## src/dmc_cfg.svh

```systemverilog
`ifndef DMC_CFG_SVH
`define DMC_CFG_SVH
// clock period in ns
`define DMC_CLK_NS 10
// timing figures in ns, refresh period in ms
`define DMC_T_PRE_NS 125
`define DMC_T_RCD_MIN_NS 90
`define DMC_T_CYC_NS 425
`define DMC_T_CYC_RMW_NS 595
`define DMC_T_CAS_NS 200
`define DMC_T_RAS_NS 300
`define DMC_T_CAS_RMW_NS 320
`define DMC_T_RAS_RMW_NS 450
`define DMC_T_WR_NS 200
`define DMC_T_CAS_RAS_NS 200
`define DMC_T_REF_MS 2
// cycle counts, least times rounded up
`define DMC_CYC(ns) (((ns) + `DMC_CLK_NS - 1) / `DMC_CLK_NS)
`define DMC_N_PRE `DMC_CYC(`DMC_T_PRE_NS)
`define DMC_N_RCD `DMC_CYC(`DMC_T_RCD_MIN_NS)
`define DMC_N_CYC `DMC_CYC(`DMC_T_CYC_NS)
`define DMC_N_CYC_RMW `DMC_CYC(`DMC_T_CYC_RMW_NS)
`define DMC_N_CAS `DMC_CYC(`DMC_T_CAS_NS)
`define DMC_N_RAS `DMC_CYC(`DMC_T_RAS_NS)
`define DMC_N_CAS_RMW `DMC_CYC(`DMC_T_CAS_RMW_NS)
`define DMC_N_RAS_RMW `DMC_CYC(`DMC_T_RAS_RMW_NS)
`define DMC_N_WR `DMC_CYC(`DMC_T_WR_NS)
`define DMC_N_CAS_RAS `DMC_CYC(`DMC_T_CAS_RAS_NS)
// 2 ms refresh period in cycles, longest time rounded down
`define DMC_N_REF_DEF ((`DMC_T_REF_MS * 1000000) / `DMC_CLK_NS)
// cycles kept back for an access that delays a due refresh
`define DMC_N_REF_SLACK 128
`define DMC_ROWS 64
`define DMC_ROW_W 6
`define DMC_CNT_W 8
`endif

```

## src/dmc_pkg.sv

```systemverilog
package dmc_pkg;
  // controller cycle kinds
  typedef enum logic [1:0] {
    DMC_OP_READ = 2'h0,
    DMC_OP_WRITE = 2'h1,
    DMC_OP_RMW = 2'h2
  } dmc_op_e;
  // one user request
  typedef struct packed {
    dmc_op_e op;
    logic [11:0] addr;
    logic wdata;
  } dmc_req_s;
  // memory pin group driven by the controller
  typedef struct packed {
    logic ras_n;
    logic cas_n;
    logic cs_n;
    logic wr_n;
    logic [5:0] addr;
    logic din;
  } dmc_pins_s;
endpackage
```

## src/dmc_ctrl.sv

```systemverilog
`timescale 1ns/1ns
`include "dmc_cfg.svh"
// Operation
// - refresh every row within 2 ms
// - row strobe high 125 ns between cycles
// - row to column strobe 90..2000 ns
// - read cycle lasts at least 425 ns
// - write cycle lasts at least 425 ns
// - read-modify-write cycle lasts at least 595 ns
// - column strobe low 200..10000 ns
// - row strobe low 300..32000 ns
// - rmw stretches strobes to 320/450 ns
// - write line low at least 200 ns
// - row low 200 ns after column falls
// - column low 300 ns after row falls
// - refresh walks all 64 row addresses
module dmc_ctrl
  import dmc_pkg::*;
#(
  parameter int REF_CYCLES = (`DMC_N_REF_DEF - `DMC_N_REF_SLACK) / `DMC_ROWS
) (
  // clock and reset
  input wire logic ref_clk,
  input wire logic rst_n,
  // user request port
  input wire logic req_valid,
  input wire dmc_req_s req,
  output logic req_ready,
  output logic rsp_valid,
  output logic rsp_data,
  // memory pins
  output dmc_pins_s pins,
  input wire logic dout
);

  typedef enum logic [5:0] {
    ST_IDLE = 6'b00_0001,
    ST_ROW = 6'b00_0010,
    ST_COL = 6'b00_0100,
    ST_WRW = 6'b00_1000,
    ST_END = 6'b01_0000,
    ST_PRE = 6'b10_0000
  } dmc_st_e;

  localparam logic [7:0] N_RCD = 8'(`DMC_N_RCD);
  localparam logic [7:0] N_PRE = 8'(`DMC_N_PRE);
  localparam logic [7:0] N_CAS = 8'(`DMC_N_CAS);
  localparam logic [7:0] N_RAS = 8'(`DMC_N_RAS);
  localparam logic [7:0] N_CAS_RMW = 8'(`DMC_N_CAS_RMW);
  localparam logic [7:0] N_RAS_RMW = 8'(`DMC_N_RAS_RMW);
  localparam logic [7:0] N_WR = 8'(`DMC_N_WR);
  localparam logic [7:0] N_CR = 8'(`DMC_N_CAS_RAS);
  localparam logic [7:0] N_CYC = 8'(`DMC_N_CYC);
  localparam logic [7:0] N_CYC_RMW = 8'(`DMC_N_CYC_RMW);

  dmc_st_e state_reg;
  logic [7:0] cnt_reg; // cycles in current state
  logic [7:0] cyc_reg; // cycles since row strobe fell
  logic [15:0] ref_cnt_reg;
  logic ref_due_reg;
  logic [5:0] ref_row_reg;
  logic is_ref_reg;
  dmc_req_s cur_reg;
  logic [7:0] ras_need;
  logic [7:0] cyc_need;
  logic [7:0] cas_need;
  logic end_done; // row strobe may rise, cycle may close

  // hold times depend on the cycle kind; refresh keeps the plain widths
  // so a row-only cycle still holds the row strobe for its minimum
  always_comb begin
    ras_need = (cur_reg.op == DMC_OP_RMW) ? N_RAS_RMW : N_RAS;
    cas_need = (cur_reg.op == DMC_OP_RMW) ? N_CAS_RMW : N_CAS;
    cyc_need = (cur_reg.op == DMC_OP_RMW) ? N_CYC_RMW : N_CYC;
    if (is_ref_reg) begin
      ras_need = N_RAS;
      cyc_need = N_CYC;
    end
    // the row strobe stays low until column hold and width are met
    end_done = cnt_reg >= N_CR - 8'h01 && cyc_reg >= ras_need - 8'h01;
  end

  // refresh interval timer
  // a flag raised during a long cycle waits for the next idle state
  // when the wrap and the clear meet, the new request wins
  always_ff @(posedge ref_clk or negedge rst_n) begin
    if (!rst_n) begin
      ref_cnt_reg <= 16'h0000;
      ref_due_reg <= 1'b0;
    end else begin
      if (ref_cnt_reg == 16'(REF_CYCLES - 1)) begin
        ref_cnt_reg <= 16'h0000;
        ref_due_reg <= 1'b1;
      end else begin
        ref_cnt_reg <= ref_cnt_reg + 16'h0001;
        if (state_reg == ST_IDLE && ref_due_reg)
          ref_due_reg <= 1'b0;
      end
    end
  end

  // cycle sequencer
  always_ff @(posedge ref_clk or negedge rst_n) begin
    if (!rst_n) begin
      state_reg <= ST_IDLE;
      cnt_reg <= 8'h00;
      cyc_reg <= 8'h00;
      is_ref_reg <= 1'b0;
      cur_reg <= '0;
      ref_row_reg <= 6'h00;
    end else begin
      cnt_reg <= cnt_reg + 8'h01;
      cyc_reg <= cyc_reg + 8'h01;
      case (state_reg)
        ST_IDLE: begin
          cnt_reg <= 8'h00;
          cyc_reg <= 8'h00;
          if (ref_due_reg) begin
            is_ref_reg <= 1'b1;
            cur_reg <= '0;
            cur_reg.addr <= {6'h00, ref_row_reg};
            ref_row_reg <= ref_row_reg + 6'h01;
            state_reg <= ST_ROW;
          end else if (req_valid) begin
            is_ref_reg <= 1'b0;
            cur_reg <= req;
            state_reg <= ST_ROW;
          end
        end
        ST_ROW: begin
          if (cnt_reg == N_RCD - 8'h01) begin
            cnt_reg <= 8'h00;
            state_reg <= is_ref_reg ? ST_END : ST_COL;
          end
        end
        ST_COL: begin
          // read data sampled after column access time
          if (cnt_reg == cas_need - 8'h01) begin
            cnt_reg <= 8'h00;
            state_reg <= (cur_reg.op == DMC_OP_RMW) ? ST_WRW : ST_END;
          end
        end
        ST_WRW: begin
          // write phase right after read data, zero modify time
          if (cnt_reg == N_WR - 8'h01) begin
            cnt_reg <= 8'h00;
            state_reg <= ST_END;
          end
        end
        ST_END: begin
          // row stays low past column hold and minimum width
          if (end_done) begin
            cnt_reg <= 8'h00;
            state_reg <= ST_PRE;
          end
        end
        ST_PRE: begin
          // precharge and cycle time are both counted here
          if (cnt_reg >= N_PRE - 8'h01 && cyc_reg >= cyc_need - 8'h01) begin
            state_reg <= ST_IDLE;
          end
        end
        default: state_reg <= ST_IDLE;
      endcase
    end
  end

  // pin drive from state
  // strobes come from flip-flops so the device sees clean edges
  always_ff @(posedge ref_clk or negedge rst_n) begin
    if (!rst_n) begin
      pins <= '{ras_n: 1'b1, cas_n: 1'b1, cs_n: 1'b1, wr_n: 1'b1,
                addr: 6'h00, din: 1'b0};
    end else begin
      pins.ras_n <= !(state_reg inside {ST_ROW, ST_COL, ST_WRW} ||
                      (state_reg == ST_END && !end_done) ||
                      (state_reg == ST_IDLE && (ref_due_reg || req_valid)));
      pins.cas_n <= !(state_reg inside {ST_COL, ST_WRW}) &&
                    !(state_reg == ST_ROW && !is_ref_reg &&
                      cnt_reg == N_RCD - 8'h01);
      // deselected during refresh, so the output latch is left alone
      pins.cs_n <= is_ref_reg || state_reg inside {ST_IDLE, ST_PRE};
      pins.wr_n <= !((state_reg inside {ST_ROW, ST_COL} &&
                      cur_reg.op == DMC_OP_WRITE && !is_ref_reg) ||
                     (state_reg == ST_COL && cur_reg.op == DMC_OP_RMW &&
                      cnt_reg == cas_need - 8'h01) ||
                     (state_reg == ST_WRW && cnt_reg != N_WR - 8'h01));
      if (state_reg == ST_IDLE)
        pins.addr <= ref_due_reg ? ref_row_reg : req.addr[5:0];
      else if (state_reg == ST_ROW && cnt_reg == N_RCD - 8'h01)
        pins.addr <= cur_reg.addr[11:6];
      pins.din <= cur_reg.wdata;
    end
  end

  // handshake and read data capture
  // refresh has priority, so a request may wait in the idle state
  always_ff @(posedge ref_clk or negedge rst_n) begin
    if (!rst_n) begin
      req_ready <= 1'b0;
      rsp_valid <= 1'b0;
      rsp_data <= 1'b0;
    end else begin
      req_ready <= 1'b0;
      rsp_valid <= 1'b0;
      if (state_reg == ST_IDLE && !ref_due_reg && req_valid)
        req_ready <= 1'b1;
      // latched device output sampled at end of column access
      if (state_reg == ST_COL && cnt_reg == cas_need - 8'h01 &&
          cur_reg.op != DMC_OP_WRITE) begin
        rsp_valid <= 1'b1;
        rsp_data <= dout;
      end
    end
  end

endmodule // dmc_ctrl

```

## config.mk

```make
export PLATFORM = sky130hd
export DESIGN_NAME = dmc_ctrl
export DESIGN_NICKNAME = d
export VERILOG_FILES = /design/src/dmc_pkg.sv /design/src/dmc_ctrl.sv
export VERILOG_INCLUDE_DIRS = /design/src
export SDC_FILE = /design/constraint.sdc
export NUM_CORES = 1
export LEC_CHECK = 0
export ABC_AREA = 1
export ABC_CLOCK_PERIOD_IN_PS = 2400
export BUFFER_PORTS_ARGS = -buffer_cell sky130_fd_sc_hd__buf_2
export CORE_MARGIN = 2
export CORE_UTILIZATION = 59
export CTS_BUF_LIST = sky130_fd_sc_hd__clkbuf_4 sky130_fd_sc_hd__clkbuf_8 sky130_fd_sc_hd__clkbuf_16
export CTS_CLUSTER_DIAMETER = 50
export DETAILED_ROUTE_END_ITERATION = 10
export GPL_TIMING_DRIVEN = 1
export PLACE_DENSITY = 0.83
export SLEW_MARGIN = 10
export SYNTH_ARGS = -nofsm -noshare
export SYNTH_HDL_FRONTEND = slang
export SYNTH_SLANG_ARGS = --single-unit
```

## constraint.sdc

```tcl
create_clock -name ref_clk -period 2.4 [get_ports ref_clk]
set_clock_uncertainty 0.2 [all_clocks]
set_input_delay 0.12 -clock ref_clk [delete_from_list [all_inputs] [get_ports ref_clk]]
set_output_delay 0.12 -clock ref_clk [all_outputs]
set_load 0.02 [all_outputs]
```

* Yosys cells after proc, flatten, opt, wreduce, memory -nomap -nowiden
Index checks and enable logic that the tools add are counted.
Storage, ports and cells: memories 0, logic and storage cells 124, bits in writable memories 0, bits in registers 75, bits in latches 0, bits in read-only memories 0, input port bits 19
Operators by class: multipliers 0, add/sub/neg operators 7, bitwise logic cells 0, muxes and demuxes 33, equal/unequal tests 20, divide/modulo/power cells 0, order comparisons 4, reductions and logical operators 41, shift-type cells 0
Operator list (number):
- $mux 6 | 13
- $mux 8 | 5
- $pmux 8 s5 | 1
- $pmux 6 s6 | 1
- $mux 15 | 2
- $mux 5 | 4
- $logic_and 1x1->1 | 18
- $add 16x1->16 const B | 1
- $add 8x1->8 const B | 2
- $eq 16x12->1 const B | 1
- $ge 8x8->1 | 2
- $mux 16 | 1
- $sub 6x1->7 const B | 2
- $reduce_bool 2->1 | 6
- $eq 8x4->1 const B | 1
- $eq 8x5->1 const B | 1
- $eq 8x8->1 | 1
- $ge 8x4->1 const B | 1
- $ge 8x5->1 const B | 1
- $ne 8x5->1 const B | 1
- $sub 8x1->8 const B | 1
- $logic_not 1->1 | 7
- $add 6x1->6 const B | 1
- $eq 6x1->1 const B | 1
- 15 further kinds | 30

* Depth between registers and ports, before layout
depth in word-level cells 11, mapped depth 18, gate-level depth less buffers 17

* Worst setup path after synthesis
OpenSTA, ideal clock, no wires.
kind register -> register, from register cur_reg[13] (netlist name), to register state_reg[5], library setup time 0.066 ns, period minus slack after synthesis 2.196 ns, arrival time 1.930 ns, buffers on the path 0, slack 0.204 ns, cell stages (with the launch flop) 17, cell sequence dfrtp_1 -> inv_1 -> nand2_2 -> nor2_2 -> inv_1 -> ha_1 -> ha_1 -> nand2_1 -> nor2_1 -> nand2_1 -> nand2_1 -> nand2_1 -> nand2_1 -> nand2_1 -> a21oi_1 -> nand3_1 -> nand2_1
Between the ends: longest elaborated chain between the ends 8, elaborated cells on any way between the ends 18, classes of those cells 3 x add/sub; 2 x order compare; 5 x eq/ne; 5 x mux; 3 x reduce/logical
Ends and longest elaborated chain:
- start: declaration | RTL line dmc_ctrl.sv:63 | dmc_req_s cur_reg;
- start signal: assignment | RTL line dmc_ctrl.sv:126 | cur_reg <= req;
- $eq 2x2->1 * | RTL line dmc_ctrl.sv:72, dmc_ctrl.sv:73, dmc_ctrl.sv:74
- $mux 6 or $mux 5 (tied branches) | RTL line dmc_ctrl.sv:72, dmc_ctrl.sv:74
- $mux 6 or $mux 5 (tied branches) | RTL line dmc_ctrl.sv:75 | if (is_ref_reg) begin
- $sub 8x1->8 or $sub 6x1->7 (tied branches) | RTL line dmc_ctrl.sv:80, dmc_ctrl.sv:159
- $ge 8x8->1, on equally long branches | RTL line dmc_ctrl.sv:80, dmc_ctrl.sv:159
- $logic_and 1x1->1, on equally long branches | RTL line dmc_ctrl.sv:80, dmc_ctrl.sv:159
- $ne 2x2->1 (no source line)
- $reduce_and 6->1 (no source line) *
- end signal: assignment | RTL line dmc_ctrl.sv:133 | state_reg <= is_ref_reg ? ST_END : ST_COL;
- end signal: assignment | RTL line dmc_ctrl.sv:140 | state_reg <= (cur_reg.op == DMC_OP_RMW) ? ST_WRW : ST_END;
- end: declaration | RTL line dmc_ctrl.sv:56 | dmc_st_e state_reg;
Every way passes the cells marked *; elsewhere a longest branch is shown, timed or not. A chain may end at the register's enable or synchronous reset.

* Final worst setup path
from register cur_reg[14] (netlist name), to register state_reg[0]
The elaborated chain is that of the path after synthesis.

==> results.txt <==
- Status: finished clean
- Floorplan die area: 6659 µm²
* Tightest Pin Transition: 0.7991 ns
- Number of top-level pins: 33
* Class of the most critical setup path: reg -> reg
* Area taken by multi-input logic gates: 1630 µm²
- The congestion estimate from routability-driven global placement came to between 0.9 and 1.
- Root buf cell: sky130_fd_sc_hd__clkbuf_8
* Minimum setup slack after placement: 0.003608 ns
* Synth warn: 0
- Pin count of the biggest net entering global routing: 70
* Post-synthesis sequential element count: 69
* Switching share of total power: 0.3968
- Summing every instance area after synthesis gives 3553 µm².
- Largest cells by area after synthesis: sky130_fd_sc_hd__dfrtp_1 45%, sky130_fd_sc_hd__nand2_1 8.1%, sky130_fd_sc_hd__inv_1 6.7%, sky130_fd_sc_hd__ha_1 4.2%, sky130_fd_sc_hd__dfstp_2 3.7%
* Crit path capture type: flop
- Post-Synthesis Net Count: between 400 and 500
* Std-Cell Core Area: 5886 µm²
- The clock period could shrink to 2.358 ns.
- The min-delay analysis places its worst path in the category in -> async.
- Leading cell types by count after synthesis: 77 x sky130_fd_sc_hd__nand2_1, 64 x sky130_fd_sc_hd__dfrtp_1, 63 x sky130_fd_sc_hd__inv_1
* Via count: 3086
- Counting the fill cells in the layout gives roughly 390.
* Post-synth ARST share: 1.000
- 0 antenna diodes ended up in the layout.
- Detailed placement HPWL: 5.357 mm
- Critical path cell sequence: nand2_2 > nor2_4 > inv_4 > ha_4 > inv_2 > nand2_1 > nand2_1 > nand2_1 > nand2_1 > nand2_1 > nand2_1 > nand2_1 > nand2_2 > a21oi_4 > buf_4 > nand3_1 > nand2_1
- Initial antenna violation count: 0
- Worst IR Drop VDD: 0.0007312 V
* Met2 wire length: 4.397 mm
* Tot GR Track Use: 0.2737
- Remaining Overflow, GRT: 0
* Number of pins exceeding their max-slew limit in the final report: 0
* Largest register FFs: 16
- Clock network fraction of total power: 0.248
- Max_cap viols: 0
- Clock slew at the register clock pins of the worst setup and hold paths: about 0.08 ns
* Drt via density: 5.570
* Placement row count: 28
- Summed over all cells, the static leakage comes to 2.246 nW.
* Number of detailed-routing iterations run before antenna repair: 6
* Library cell with the highest instance count after synthesis: sky130_fd_sc_hd__nand2_1
- The share of synthesized area in the top cell type comes to 0.4507.
- Via count of the first global-routing pass: 2979
- Final-report setup violation count: 0
- Die span in y: between 80 and 90 µm
- The largest single stage delay on the critical path is 0.41 ns.
* NetSw: 0.001892 W
* Startpoint kind of the worst setup timing path: flop
* Crit path max fanout: 4
- Internal power of the cells: around 0.0029 W
- ANT nets after route: 0
* Slew HR: 0.4624
- The share of total power dissipated in sequential elements is 0.340.
- At the later pin of the worst-skew pair, clock insertion delay measures between 0.3 and 0.4 ns.
- Summed over all instances, the cell type with the most area after synthesis is sky130_fd_sc_hd__dfrtp_1.
* Worst EP required: between 2 and 3 ns
* Global-route wire length before repair: 13.59 mm
- Of the available clock period, the critical path in the final layout requires 0.9824.
- Die X-Extent: 81.61 µm
- Final layout net count: between 500 and 600
- Number of input and output port buffers inserted: 32
- Yosys mapped a number of flops with a built-in enable equal to 0.
* Synth Instances: 407
* Post-route total power: 0.004768 W
- After the first detailed-routing iteration, the DRC count stood at 271.
- In this run the mean area of a mapped cell was ~8.7 µm².
- Wires add up to ~8.6 mm.
* Most used cell along the critical path: sky130_fd_sc_hd__nand2_1
- Count of distinct cell types in the synthesized netlist: 42
- Fraction of layout cells with a size suffix above 1: 0.2150
- The total count of hold-check failures in the final report came to 0.
- Clk buf depth: 2
* H-Tree Level Count: 3
- The initial utilization of the core area, before any placement, comes to 0.6037.
* Setup repair after global routing missed its margin: true
* Highest metal layer with signal wires: met4
- Wirelength per Cell: approximately 16 µm
- Area growth from synthesis to final layout: 23.49%
- STA puts the critical path data arrival time at 2.46 ns.
- Of the total power, combinational logic draws 0.411.
- For this design, the slowest cell found on the critical path is sky130_fd_sc_hd__dfrtp_1.
- After detailed routing, the wire length on met1 is 3.517 mm.
- For this run, design rule violations remaining after detail routing come to 0.
* Least setup slack across all paths after layout: 0.04221 ns
- Power per Cell Area: approximately 1100 nW/µm²
- Clk sinks: 69
- Wire segments on met3 add up to 446 µm in the final route.
- Max Freq: roughly 420 MHz
- Worst Path Buf+Inv: 3
- In the final layout, flip-flops and latches occupy 1733 µm².
* Commonest register cell after synthesis: sky130_fd_sc_hd__dfrtp_1
- Number of buffers inserted during clock tree synthesis: 9
* Cell class contributing the biggest share of worst-path delay: simple AND/OR/NAND/NOR gates
- For this run, the register share of the synthesized area comes to 0.4877.
- TritonCTS built the clock tree.
worst register-to-register path: stages, from the launching register on:
cell	delay [ns]
sky130_fd_sc_hd__dfrtp_1	0.41
sky130_fd_sc_hd__nand2_2	0.11
sky130_fd_sc_hd__nor2_4	0.18
sky130_fd_sc_hd__inv_4	0.08
sky130_fd_sc_hd__ha_4	0.26
sky130_fd_sc_hd__inv_2	0.03
sky130_fd_sc_hd__nand2_1	0.07
sky130_fd_sc_hd__nand2_1	0.05
sky130_fd_sc_hd__nand2_1	0.06
sky130_fd_sc_hd__nand2_1	0.05
sky130_fd_sc_hd__nand2_1	0.06
sky130_fd_sc_hd__nand2_1	0.06
sky130_fd_sc_hd__nand2_1	0.09
sky130_fd_sc_hd__nand2_2	0.09
sky130_fd_sc_hd__a21oi_4	0.21
sky130_fd_sc_hd__buf_4	0.14
sky130_fd_sc_hd__nand3_1	0.07
sky130_fd_sc_hd__nand2_1	0.07
through the flow:
stage	util	hold WS [ns]	cell area, µm²	instances	setup TNS [ns]
final	0.7455	0.1125	4388	554	0
after global routing	0.7455	0.1533	4388	554	-0.5168
after global placement	0.6520	-0.03758	3837	516	0
after detailed placement	0.6520	-0.03257	3837	516	0
after CTS	0.7243	0.1273	4263	550	0
after floorplan	-	-0.3756	3553	407	0
kinds of logic after synthesis:
family,share of synthesized area
simple gates,0.2489
buf+inv,0.07852
flops,0.4877
compound gates,0.09508
xor+xnor,0.04437
fa+ha+maj,0.04225
mux,0.003169
worst paths after layout:
path                            slack [ns]                  endpoint                    start  cells past startpoint
worst max-delay path                  0.04  state_reg[0]$_DFFE_PN1P_  cur_reg[14]$_DFFE_PN0P_                     17
min in group ref_clk                  0.20         pins[0]$_DFF_PN0_   cur_reg[0]$_DFFE_PN0P_                      0
worst min register to register        0.20         pins[0]$_DFF_PN0_   cur_reg[0]$_DFFE_PN0P_                      0
worst max register to register        0.04  state_reg[0]$_DFFE_PN1P_  cur_reg[14]$_DFFE_PN0P_                     17
max in group asynchronous             1.55         pins[7]$_DFF_PN1_                    rst_n                      3
worst min-delay path                  0.11  ref_cnt_reg[3]$_DFF_PN0_                    rst_n                      3
placed cells by master (no fill, tap or decap), drive strengths merged:
master,count
nor3,15
dfrtp,64
a22oi,4
xor2,15
a211oi,1
a21boi,1
bufinv,3
a22o,7
a32o,1
nand4,6
o21ai,10
nand2,80
nor3b,5
xnor2,3
buf,41
dlygate4sd3,18
nand3,26
o22ai,1
o31ai,1
dfstp,5
inv,69
a31oi,6
a41oi,2
ha,12
or2,4
nand3b,1
clkinv,4
mux2,1
a21oi,19
nor2,40
nor4,5
clkbuf,9
power groups by stage:
stage / Clock, W / Sequential [W] / Combinational, W
3_5_place_dp: 0 / 0.00163 / 0.00168
5_1_grt: 0.00123 / 0.00165 / 0.00216
6_report: 0.00118 / 0.00162 / 0.00196
2_1_floorplan: 0 / 0.00172 / 0.00112
4_1_cts: 0.00119 / 0.00161 / 0.00173
3_3_place_gp: 0 / 0.00162 / 0.00161
final cells by class:
type                       count  area share
multi-input combinational    266      0.3715
clock inverter                 7     0.02766
sequential                    69      0.3949
timing repair buffer          59     0.09666
inverter                      69     0.05960
tap                           75     0.02139
clock buffer                   9     0.02823
metal layers:
layer  up-vias  track usage
met1      1473       0.3416
met3        24      0.05714
li1       1454            -
met2       135       0.4615
met5         -            0
met4         0       0.1200
timing repair:
action / in CTS / in global routing
setup buffers: 0 / 3
endpoints found under the setup margin: 0 / 12
hold buffers: 18 / 0
endpoints found under the hold margin: 86 / 0
resized for setup: 0 / 20
(Power assumes the default switching activity.)
